--- src/shared/radio_modem_map.vh ---
// register map, field layout and reset values of the modem configuration bank
`ifndef RADIO_MODEM_MAP_VH
`define RADIO_MODEM_MAP_VH
`define ADDR_MODEM_CONFIG_HIGH 16'hdf0f
`define ADDR_MODEM_CONFIG_LOW 16'hdf10
`define ADDR_FREQ_DEVIATION 16'hdf11
`define FEC_BIT 7
`define PREAMBLE_HI 6
`define PREAMBLE_LO 4
`define STEP_EXP_HI 1
`define STEP_EXP_LO 0
`define DEV_EXP_HI 6
`define DEV_EXP_LO 4
`define DEV_MANT_HI 2
`define DEV_MANT_LO 0
`define HIGH_MASK 8'hf3
`define DEV_MASK 8'h77
`define HIGH_RESET 8'h22
`define LOW_RESET 8'hf8
`define DEV_RESET 8'h47
`define STEP_MANT_OFFSET 10'h100
`define DEV_MANT_OFFSET 4'h8
`define LOW_MASK 8'hff
`define FEC_RESET 1'b0
`define PREAMBLE_RESET_BYTES 5'h04
`define STEP_EXP_RESET 2'h2
`define DEV_EXP_RESET 3'h4
`define DEV_MANT_RESET 3'h7
`define PRE_BYTES_0 5'h02
`define PRE_BYTES_1 5'h03
`define PRE_BYTES_2 5'h04
`define PRE_BYTES_3 5'h06
`define PRE_BYTES_4 5'h08
`define PRE_BYTES_5 5'h0c
`define PRE_BYTES_6 5'h10
`define PRE_BYTES_7 5'h18
`endif

--- src/rtl/radio_modem_config_regs.v ---
// modem configuration register bank with derived framing and synthesis values
`timescale 1ns/1ps
`include "radio_modem_map.vh"
module radio_modem_config_regs #(
  parameter CHANNEL_INDEX_W = 8,
  parameter BASE_W = 24
) (
  input wire mclk,
  input wire rst_b,
  input wire [15:0] regAddr,
  input wire [7:0] regWdata,
  input wire regWrite,
  input wire regRead,
  output reg [7:0] regRdata,
  input wire [CHANNEL_INDEX_W-1:0] channelIndex,
  input wire [BASE_W-1:0] baseFrequency,
  output reg errorCorrectionEnable,
  output reg [4:0] preambleBytes,
  output reg [1:0] channelStepExponent,
  output reg [7:0] channelStepMantissa,
  output reg [11:0] channelStep,
  output reg [BASE_W+CHANNEL_INDEX_W+4:0] operatingFrequency,
  output reg [2:0] deviationExponent,
  output reg [2:0] deviationMantissa,
  output reg [10:0] frequencyDeviation
);

  // widths of the derived quantities
  localparam STEP_W = 12;
  localparam DEV_W = 11;
  localparam FREQ_W = BASE_W + CHANNEL_INDEX_W + 5;
  localparam PROD_W = STEP_W + CHANNEL_INDEX_W;
  localparam PAD_W = FREQ_W - PROD_W;

  // stored register images
  reg [7:0] highQ;
  reg [7:0] lowQ;
  reg [7:0] devQ;

  // next values of the stored images, built bit by bit
  wire [7:0] highD;
  wire [7:0] lowD;
  wire [7:0] devD;

  // writable-bit masks per register
  wire [7:0] highMask;
  wire [7:0] lowMask;
  wire [7:0] devMask;

  // address decode and qualified write strobes
  wire hitHigh;
  wire hitLow;
  wire hitDev;
  wire writeHigh;
  wire writeLow;
  wire writeDev;

  // read data for the next cycle
  reg [7:0] readDataD;

  // fields pulled out of the stored images
  wire fecField;
  wire [2:0] preambleCode;
  wire [1:0] stepExpField;
  wire [7:0] stepMantField;
  wire [2:0] devExpField;
  wire [2:0] devMantField;

  // intermediate arithmetic
  reg [9:0] stepMantFull;
  reg [STEP_W-1:0] stepBase;
  reg [3:0] devMantFull;
  reg [DEV_W-1:0] devBase;
  reg [PROD_W-1:0] stepProduct;
  reg [FREQ_W-1:0] baseScaled;
  reg [FREQ_W-1:0] productExt;

  // next values of the outputs toward the radio core
  reg [4:0] preambleBytesD;
  reg [STEP_W-1:0] channelStepD;
  reg [DEV_W-1:0] frequencyDeviationD;
  reg [FREQ_W-1:0] operatingFrequencyD;

  // loop variable of the per-bit write logic
  genvar bitIdx;

  // masks from the map; cleared bits are not implemented
  // a mask bit of zero both blocks writes and forces zero readback
  assign highMask = `HIGH_MASK;
  assign lowMask = `LOW_MASK;
  assign devMask = `DEV_MASK;

  // one decoder per register, exact address match only
  // partial decoding would alias neighbouring radio registers
  assign hitHigh = (regAddr == `ADDR_MODEM_CONFIG_HIGH);
  assign hitLow = (regAddr == `ADDR_MODEM_CONFIG_LOW);
  assign hitDev = (regAddr == `ADDR_FREQ_DEVIATION);

  // writes to unknown addresses fall through unnoticed
  assign writeHigh = regWrite & hitHigh;
  assign writeLow = regWrite & hitLow;
  assign writeDev = regWrite & hitDev;

  // per-bit next values; masked bits never take a one
  // neighbouring fields keep their value, only the strobe matters
  generate
    for (bitIdx = 0; bitIdx < 8; bitIdx = bitIdx + 1) begin : g_bit
      assign highD[bitIdx] = writeHigh ? (regWdata[bitIdx] & highMask[bitIdx])
        : highQ[bitIdx];
      assign lowD[bitIdx] = writeLow ? (regWdata[bitIdx] & lowMask[bitIdx])
        : lowQ[bitIdx];
      assign devD[bitIdx] = writeDev ? (regWdata[bitIdx] & devMask[bitIdx])
        : devQ[bitIdx];
    end
  endgenerate

  // modem_config_high image: error correction, preamble, step exponent
  always @(posedge mclk or negedge rst_b) begin
    if (!rst_b) begin
      highQ <= `HIGH_RESET;
    end else begin
      highQ <= highD;
    end
  end

  // modem_config_low image: step mantissa
  always @(posedge mclk or negedge rst_b) begin
    if (!rst_b) begin
      lowQ <= `LOW_RESET;
    end else begin
      lowQ <= lowD;
    end
  end

  // frequency_deviation_setting image: deviation exponent and mantissa
  always @(posedge mclk or negedge rst_b) begin
    if (!rst_b) begin
      devQ <= `DEV_RESET;
    end else begin
      devQ <= devD;
    end
  end

  // read data mux; unmapped addresses and idle cycles give zero
  // zero when idle lets a wired-or bus merge several banks
  always @* begin
    readDataD = 8'h00;
    if (regRead) begin
      if (hitHigh) begin
        readDataD = highQ;
      end else if (hitLow) begin
        readDataD = lowQ;
      end else if (hitDev) begin
        readDataD = devQ;
      end else begin
        readDataD = 8'h00;
      end
    end
  end

  // read data stand for exactly one cycle after the strobe
  always @(posedge mclk or negedge rst_b) begin
    if (!rst_b) begin
      regRdata <= 8'h00;
    end else begin
      regRdata <= readDataD;
    end
  end

  // field extraction
  assign fecField = highQ[`FEC_BIT];
  assign preambleCode = highQ[`PREAMBLE_HI:`PREAMBLE_LO];
  assign stepExpField = highQ[`STEP_EXP_HI:`STEP_EXP_LO];
  assign stepMantField = lowQ;
  assign devExpField = devQ[`DEV_EXP_HI:`DEV_EXP_LO];
  assign devMantField = devQ[`DEV_MANT_HI:`DEV_MANT_LO];

  // preamble code to minimum byte count
  // counts grow roughly by half steps, so no closed form is used
  always @* begin
    case (preambleCode)
      3'h0: preambleBytesD = `PRE_BYTES_0;
      3'h1: preambleBytesD = `PRE_BYTES_1;
      3'h2: preambleBytesD = `PRE_BYTES_2;
      3'h3: preambleBytesD = `PRE_BYTES_3;
      3'h4: preambleBytesD = `PRE_BYTES_4;
      3'h5: preambleBytesD = `PRE_BYTES_5;
      3'h6: preambleBytesD = `PRE_BYTES_6;
      3'h7: preambleBytesD = `PRE_BYTES_7;
      default: preambleBytesD = `PREAMBLE_RESET_BYTES;
    endcase
  end

  // channel step in units of fref/2^18; the hidden leading one is 256
  // largest value is 511 shifted by 3, which still fits 12 bits
  always @* begin
    stepMantFull = `STEP_MANT_OFFSET + {2'h0, stepMantField};
    stepBase = {2'h0, stepMantFull};
    channelStepD = stepBase << stepExpField;
  end

  // deviation in units of fref/2^17; the hidden leading one is 8
  // largest value is 15 shifted by 7, which still fits 11 bits
  always @* begin
    devMantFull = `DEV_MANT_OFFSET + {1'b0, devMantField};
    devBase = {7'h00, devMantFull};
    frequencyDeviationD = devBase << devExpField;
  end

  // product kept at full width so no carry is lost
  // the base is taken one channel-index width above the step units
  always @* begin
    stepProduct = {{CHANNEL_INDEX_W{1'b0}}, channelStep} * {{STEP_W{1'b0}}, channelIndex};
    baseScaled = {5'h00, baseFrequency, {CHANNEL_INDEX_W{1'b0}}};
    productExt = {{PAD_W{1'b0}}, stepProduct};
    operatingFrequencyD = baseScaled + productExt;
  end

  // error correction enable toward the framer
  always @(posedge mclk or negedge rst_b) begin
    if (!rst_b) begin
      errorCorrectionEnable <= `FEC_RESET;
    end else begin
      errorCorrectionEnable <= fecField;
    end
  end

  // minimum preamble byte count toward the framer
  always @(posedge mclk or negedge rst_b) begin
    if (!rst_b) begin
      preambleBytes <= `PREAMBLE_RESET_BYTES;
    end else begin
      preambleBytes <= preambleBytesD;
    end
  end

  // channel step exponent copy
  always @(posedge mclk or negedge rst_b) begin
    if (!rst_b) begin
      channelStepExponent <= `STEP_EXP_RESET;
    end else begin
      channelStepExponent <= stepExpField;
    end
  end

  // channel step mantissa copy
  always @(posedge mclk or negedge rst_b) begin
    if (!rst_b) begin
      channelStepMantissa <= `LOW_RESET;
    end else begin
      channelStepMantissa <= stepMantField;
    end
  end

  // channel step; cleared in reset, valid one edge after release
  // the synthesiser must not use it during the first cycle
  always @(posedge mclk or negedge rst_b) begin
    if (!rst_b) begin
      channelStep <= {STEP_W{1'b0}};
    end else begin
      channelStep <= channelStepD;
    end
  end

  // operating frequency; lags the step by one edge
  // built from the registered step to keep the multiplier path short
  always @(posedge mclk or negedge rst_b) begin
    if (!rst_b) begin
      operatingFrequency <= {FREQ_W{1'b0}};
    end else begin
      operatingFrequency <= operatingFrequencyD;
    end
  end

  // deviation exponent copy
  always @(posedge mclk or negedge rst_b) begin
    if (!rst_b) begin
      deviationExponent <= `DEV_EXP_RESET;
    end else begin
      deviationExponent <= devExpField;
    end
  end

  // deviation mantissa copy
  always @(posedge mclk or negedge rst_b) begin
    if (!rst_b) begin
      deviationMantissa <= `DEV_MANT_RESET;
    end else begin
      deviationMantissa <= devMantField;
    end
  end

  // nominal deviation; cleared in reset like the channel step
  // valid from the first edge after release
  always @(posedge mclk or negedge rst_b) begin
    if (!rst_b) begin
      frequencyDeviation <= {DEV_W{1'b0}};
    end else begin
      frequencyDeviation <= frequencyDeviationD;
    end
  end

endmodule

--- config.mk ---
export PLATFORM = sky130hd
export DESIGN_NAME = radio_modem_config_regs
export DESIGN_NICKNAME = d
export VERILOG_FILES = /design/src/rtl/radio_modem_config_regs.v
export VERILOG_INCLUDE_DIRS = /design/src /design/src/shared
export SDC_FILE = /design/constraint.sdc
export NUM_CORES = 1
export LEC_CHECK = 0
export ABC_AREA = 1
export BUFFER_PORTS_ARGS = -buffer_cell sky130_fd_sc_hd__buf_2
export CORE_UTILIZATION = 55
export CTS_BUF_LIST = sky130_fd_sc_hd__clkbuf_8
export CTS_CLUSTER_DIAMETER = 50
export DETAILED_ROUTE_END_ITERATION = 8
export GPL_ROUTABILITY_DRIVEN = 0
export PLACE_DENSITY = 0.89
export SKIP_CTS_REPAIR_TIMING = 1
export SLEW_MARGIN = 15
export SYNTH_ARGS = -nofsm -noshare
export SYNTH_HDL_FRONTEND = slang
export SYNTH_SLANG_ARGS = --single-unit
--- constraint.sdc ---
create_clock -name mclk -period 5.3 [get_ports mclk]
set_input_delay 0.53 -clock mclk [delete_from_list [all_inputs] [get_ports mclk]]
set_output_delay 0.53 -clock mclk [all_outputs]
set_load 0.1 [all_outputs]
==> impl_metrics.env <==
export IMPL_outcome="finished clean"
export IMPL_dieArea_um2=15400
export IMPL_yosysSeqAreaShare=0.326
export IMPL_worstRegToRegCells=16
export IMPL_coreArea_um2=14500
export IMPL_initial_core_util=0.565
export IMPL_postPlaceCellArea_um2=9030
export IMPL_fin_area_um2=9240
export IMPL_grt_max_degree=62
export IMPL_final_nets=1339
export IMPL_setup_tns_ns=0
export IMPL_avgViaCountPerCell=5.02
export IMPL_r2r_start="channelStep[8]$_DFF_PN0_"
export IMPL_postSynthRegisterBits=106
export IMPL_final_antenna_net_count=0
export IMPL_setup_ws_ns=0.951
export IMPL_timing_final_hold_violations=0
export IMPL_synthesis_area_um2=8220
export IMPL_critPathLaunchType="flip-flop"
export IMPL_tightest_slew_ns=0.781
export IMPL_cts_tree="yes"
export IMPL_dp_hpwl_um=14700
export IMPL_synth_largest_area_cell="dfrtp_1"
export IMPL_synth_area_leaders="dfrtp_1, fa_1, nand2_1"
export IMPL_synth_top_area_share=0.256
export IMPL_worstPathRequired_ns=5.65
export IMPL_max_freq_mhz=230
export IMPL_slew_violations=0
export IMPL_r2r_end="operatingFrequency[32]$_DFF_PN0_"
export IMPL_hp_class="in -> async"
export IMPL_clock_latency_ns=0.41
export IMPL_leakagePower_nw=5.79
export IMPL_grt_pass1_wl_um=31700
export IMPL_cts_root_buf="clkbuf_8"
export IMPL_synth_area_per_cell_um2=7.95
export IMPL_cp_arrival_ns=4.70
export IMPL_synthArstFlopShare=1.00
export IMPL_rrSetupSlack_ns=0.95
export IMPL_period_needed_ns=4.35
export IMPL_yosys_top_cells_count="nand2_1, inv_1, dfrtp_1"
export IMPL_numPortBuffers=145
export IMPL_vias=6772
export IMPL_rows=44
export IMPL_grt_pass1_vias=6908
export IMPL_yosys_cell_count_top_type="nand2_1"
export IMPL_clk_path_buf_depth=2
export IMPL_maxCapViolations=0
export IMPL_ios=150
export IMPL_layout_drive_gt1_share=0.184
export IMPL_grt_usage=0.257
export IMPL_cp_max_fo=9
export IMPL_vdd_drop_max_mv=0.165
export IMPL_finalClockSkew_ns=0.0212
export IMPL_critical_path_class="reg -> reg"
export IMPL_area_growth_syn_to_layout_pct=12.5
export IMPL_die_w_um=124
export IMPL_rsz0062_at_grt="no"
export IMPL_relSlewSlack=0.479
export IMPL_cts_htree_levels=3
export IMPL_period_share=0.821
export IMPL_numCtsBuffers=9
export IMPL_ys_warn_count=0
export IMPL_synthCells=1033
export IMPL_drtIter0Drc=378
export IMPL_pre_cts_ws_ns=0.826
export IMPL_endpoint_kind="flip-flop"
export IMPL_wl_um=18300
export IMPL_drc=0
export IMPL_synthFlopType="dfrtp_1"
export IMPL_synth_edff_count=0
export IMPL_firstDrtPassIters=5
export IMPL_synth_cell_types=38
export IMPL_antenna_found_initial=3
export IMPL_numClockSinks=106
export IMPL_grt_ovfl_total=0
export IMPL_die_h_um=124
export IMPL_wl_per_cell_um=13.6
export IMPL_power_density_nw_per_um2=197
export IMPL_setup_viol=0
export IMPL_path_clk_slew_ns=0.12
sequential cells by signal, summed over array words and instances (netlist names):
signal	flops
operatingFrequency	33
channelStep	12
frequencyDeviation	11
channelStepMantissa	8
lowQ	8
regRdata	8
devQ	6
highQ	6
preambleBytes	5
deviationExponent	3
deviationMantissa	3
channelStepExponent	2
errorCorrectionEnable	1
logic make-up after synthesis:
kind of cell,after synthesis,synth area share
xor gates and xnor gates,15,0.0160
muxes,6,0.00731
AOI/OAI and AO/OA,64,0.0458
buffers and inverters,304,0.144
DFF,106,0.326
adders and majority gates,119,0.246
other,1,0.000456
and+or+nand+nor,418,0.214
report_power, final:
part	total, mW	leakage, nW	internal (mW)	switching [mW]
combinational	0.462	4.35	0.0956	0.366
sequential	0.840	1.33	0.834	0.00574
clock	0.516	0.105	0.191	0.325
total	1.82	5.79	1.12	0.697
layout by cell type, fill, tap and decap left out, types with 12 or more instances in the layout:
master   synthesis  layout
nand3_1         40      40
a21oi_1         15      15
buf_2            5     144
ha_1            48      48
nor2_1          40      40
o21ai_2         13      13
nand2_1        297     297
inv_1          270     270
o21ai_0         27      27
nand4_1         12      12
fa_1            71      71
dfstp_2         22      22
dfrtp_1         84      84
per-layer routing:
metal	vias to the layer above	routed length (um)	track usage
met3	39	1610	0.0694
li1	3267	-	-
met2	287	9000	0.442
met1	3175	7170	0.310
met5	-	30	0
met4	4	480	0.0872
worst max-delay path, cell delays in order, from the launching register on:
cell,delay (ns)
dfrtp_1,0.56
nand2_1,0.15
fa_1,0.55
inv_1,0.06
fa_1,0.54
inv_1,0.06
fa_1,0.51
fa_1,0.57
inv_1,0.05
ha_1,0.36
nand2_1,0.14
nor2_1,0.19
and2_1,0.17
nand3_1,0.11
nand3_1,0.14
nand3_1,0.08
inv_1,0.07
stage by stage:
stage	total power, mW	instances	hold WS, ns	utilization
final	1.82	1350	0.200	0.636
after global routing	1.90	1349	0.268	0.636
after CTS	1.84	1349	0.213	0.636
after detailed placement	1.32	1333	0.371	0.621
after global placement	1.31	1333	0.368	0.621
after floorplan	1.20	1036	0.234	-
layout make-up:
type	instances	area (um^2)
fill	1229	5290
sequential	106	2680
timing repair buffer	146	736
tap	184	230
antenna	1	2.50
multi-input combinational	626	4360
clock buffer	9	124
clock inverter	7	91.3
inverter	271	1020
how the worst max path moves through the flow:
stage,from,endpoint,slack (ns)
floorplan,channelStep[8]$_DFF_PN0_,operatingFrequency[32]$_DFF_PN0_,0.69
global placement,channelIndex[7],operatingFrequency[17]$_DFF_PN0_,0.86
detailed placement,channelIndex[7],operatingFrequency[17]$_DFF_PN0_,0.83
CTS,channelStep[8]$_DFF_PN0_,operatingFrequency[32]$_DFF_PN0_,0.97
global route,channelStep[8]$_DFF_PN0_,operatingFrequency[28]$_DFF_PN0_,0.72
finish,channelStep[8]$_DFF_PN0_,operatingFrequency[32]$_DFF_PN0_,0.95
Power figures use the tool's default switching activity.
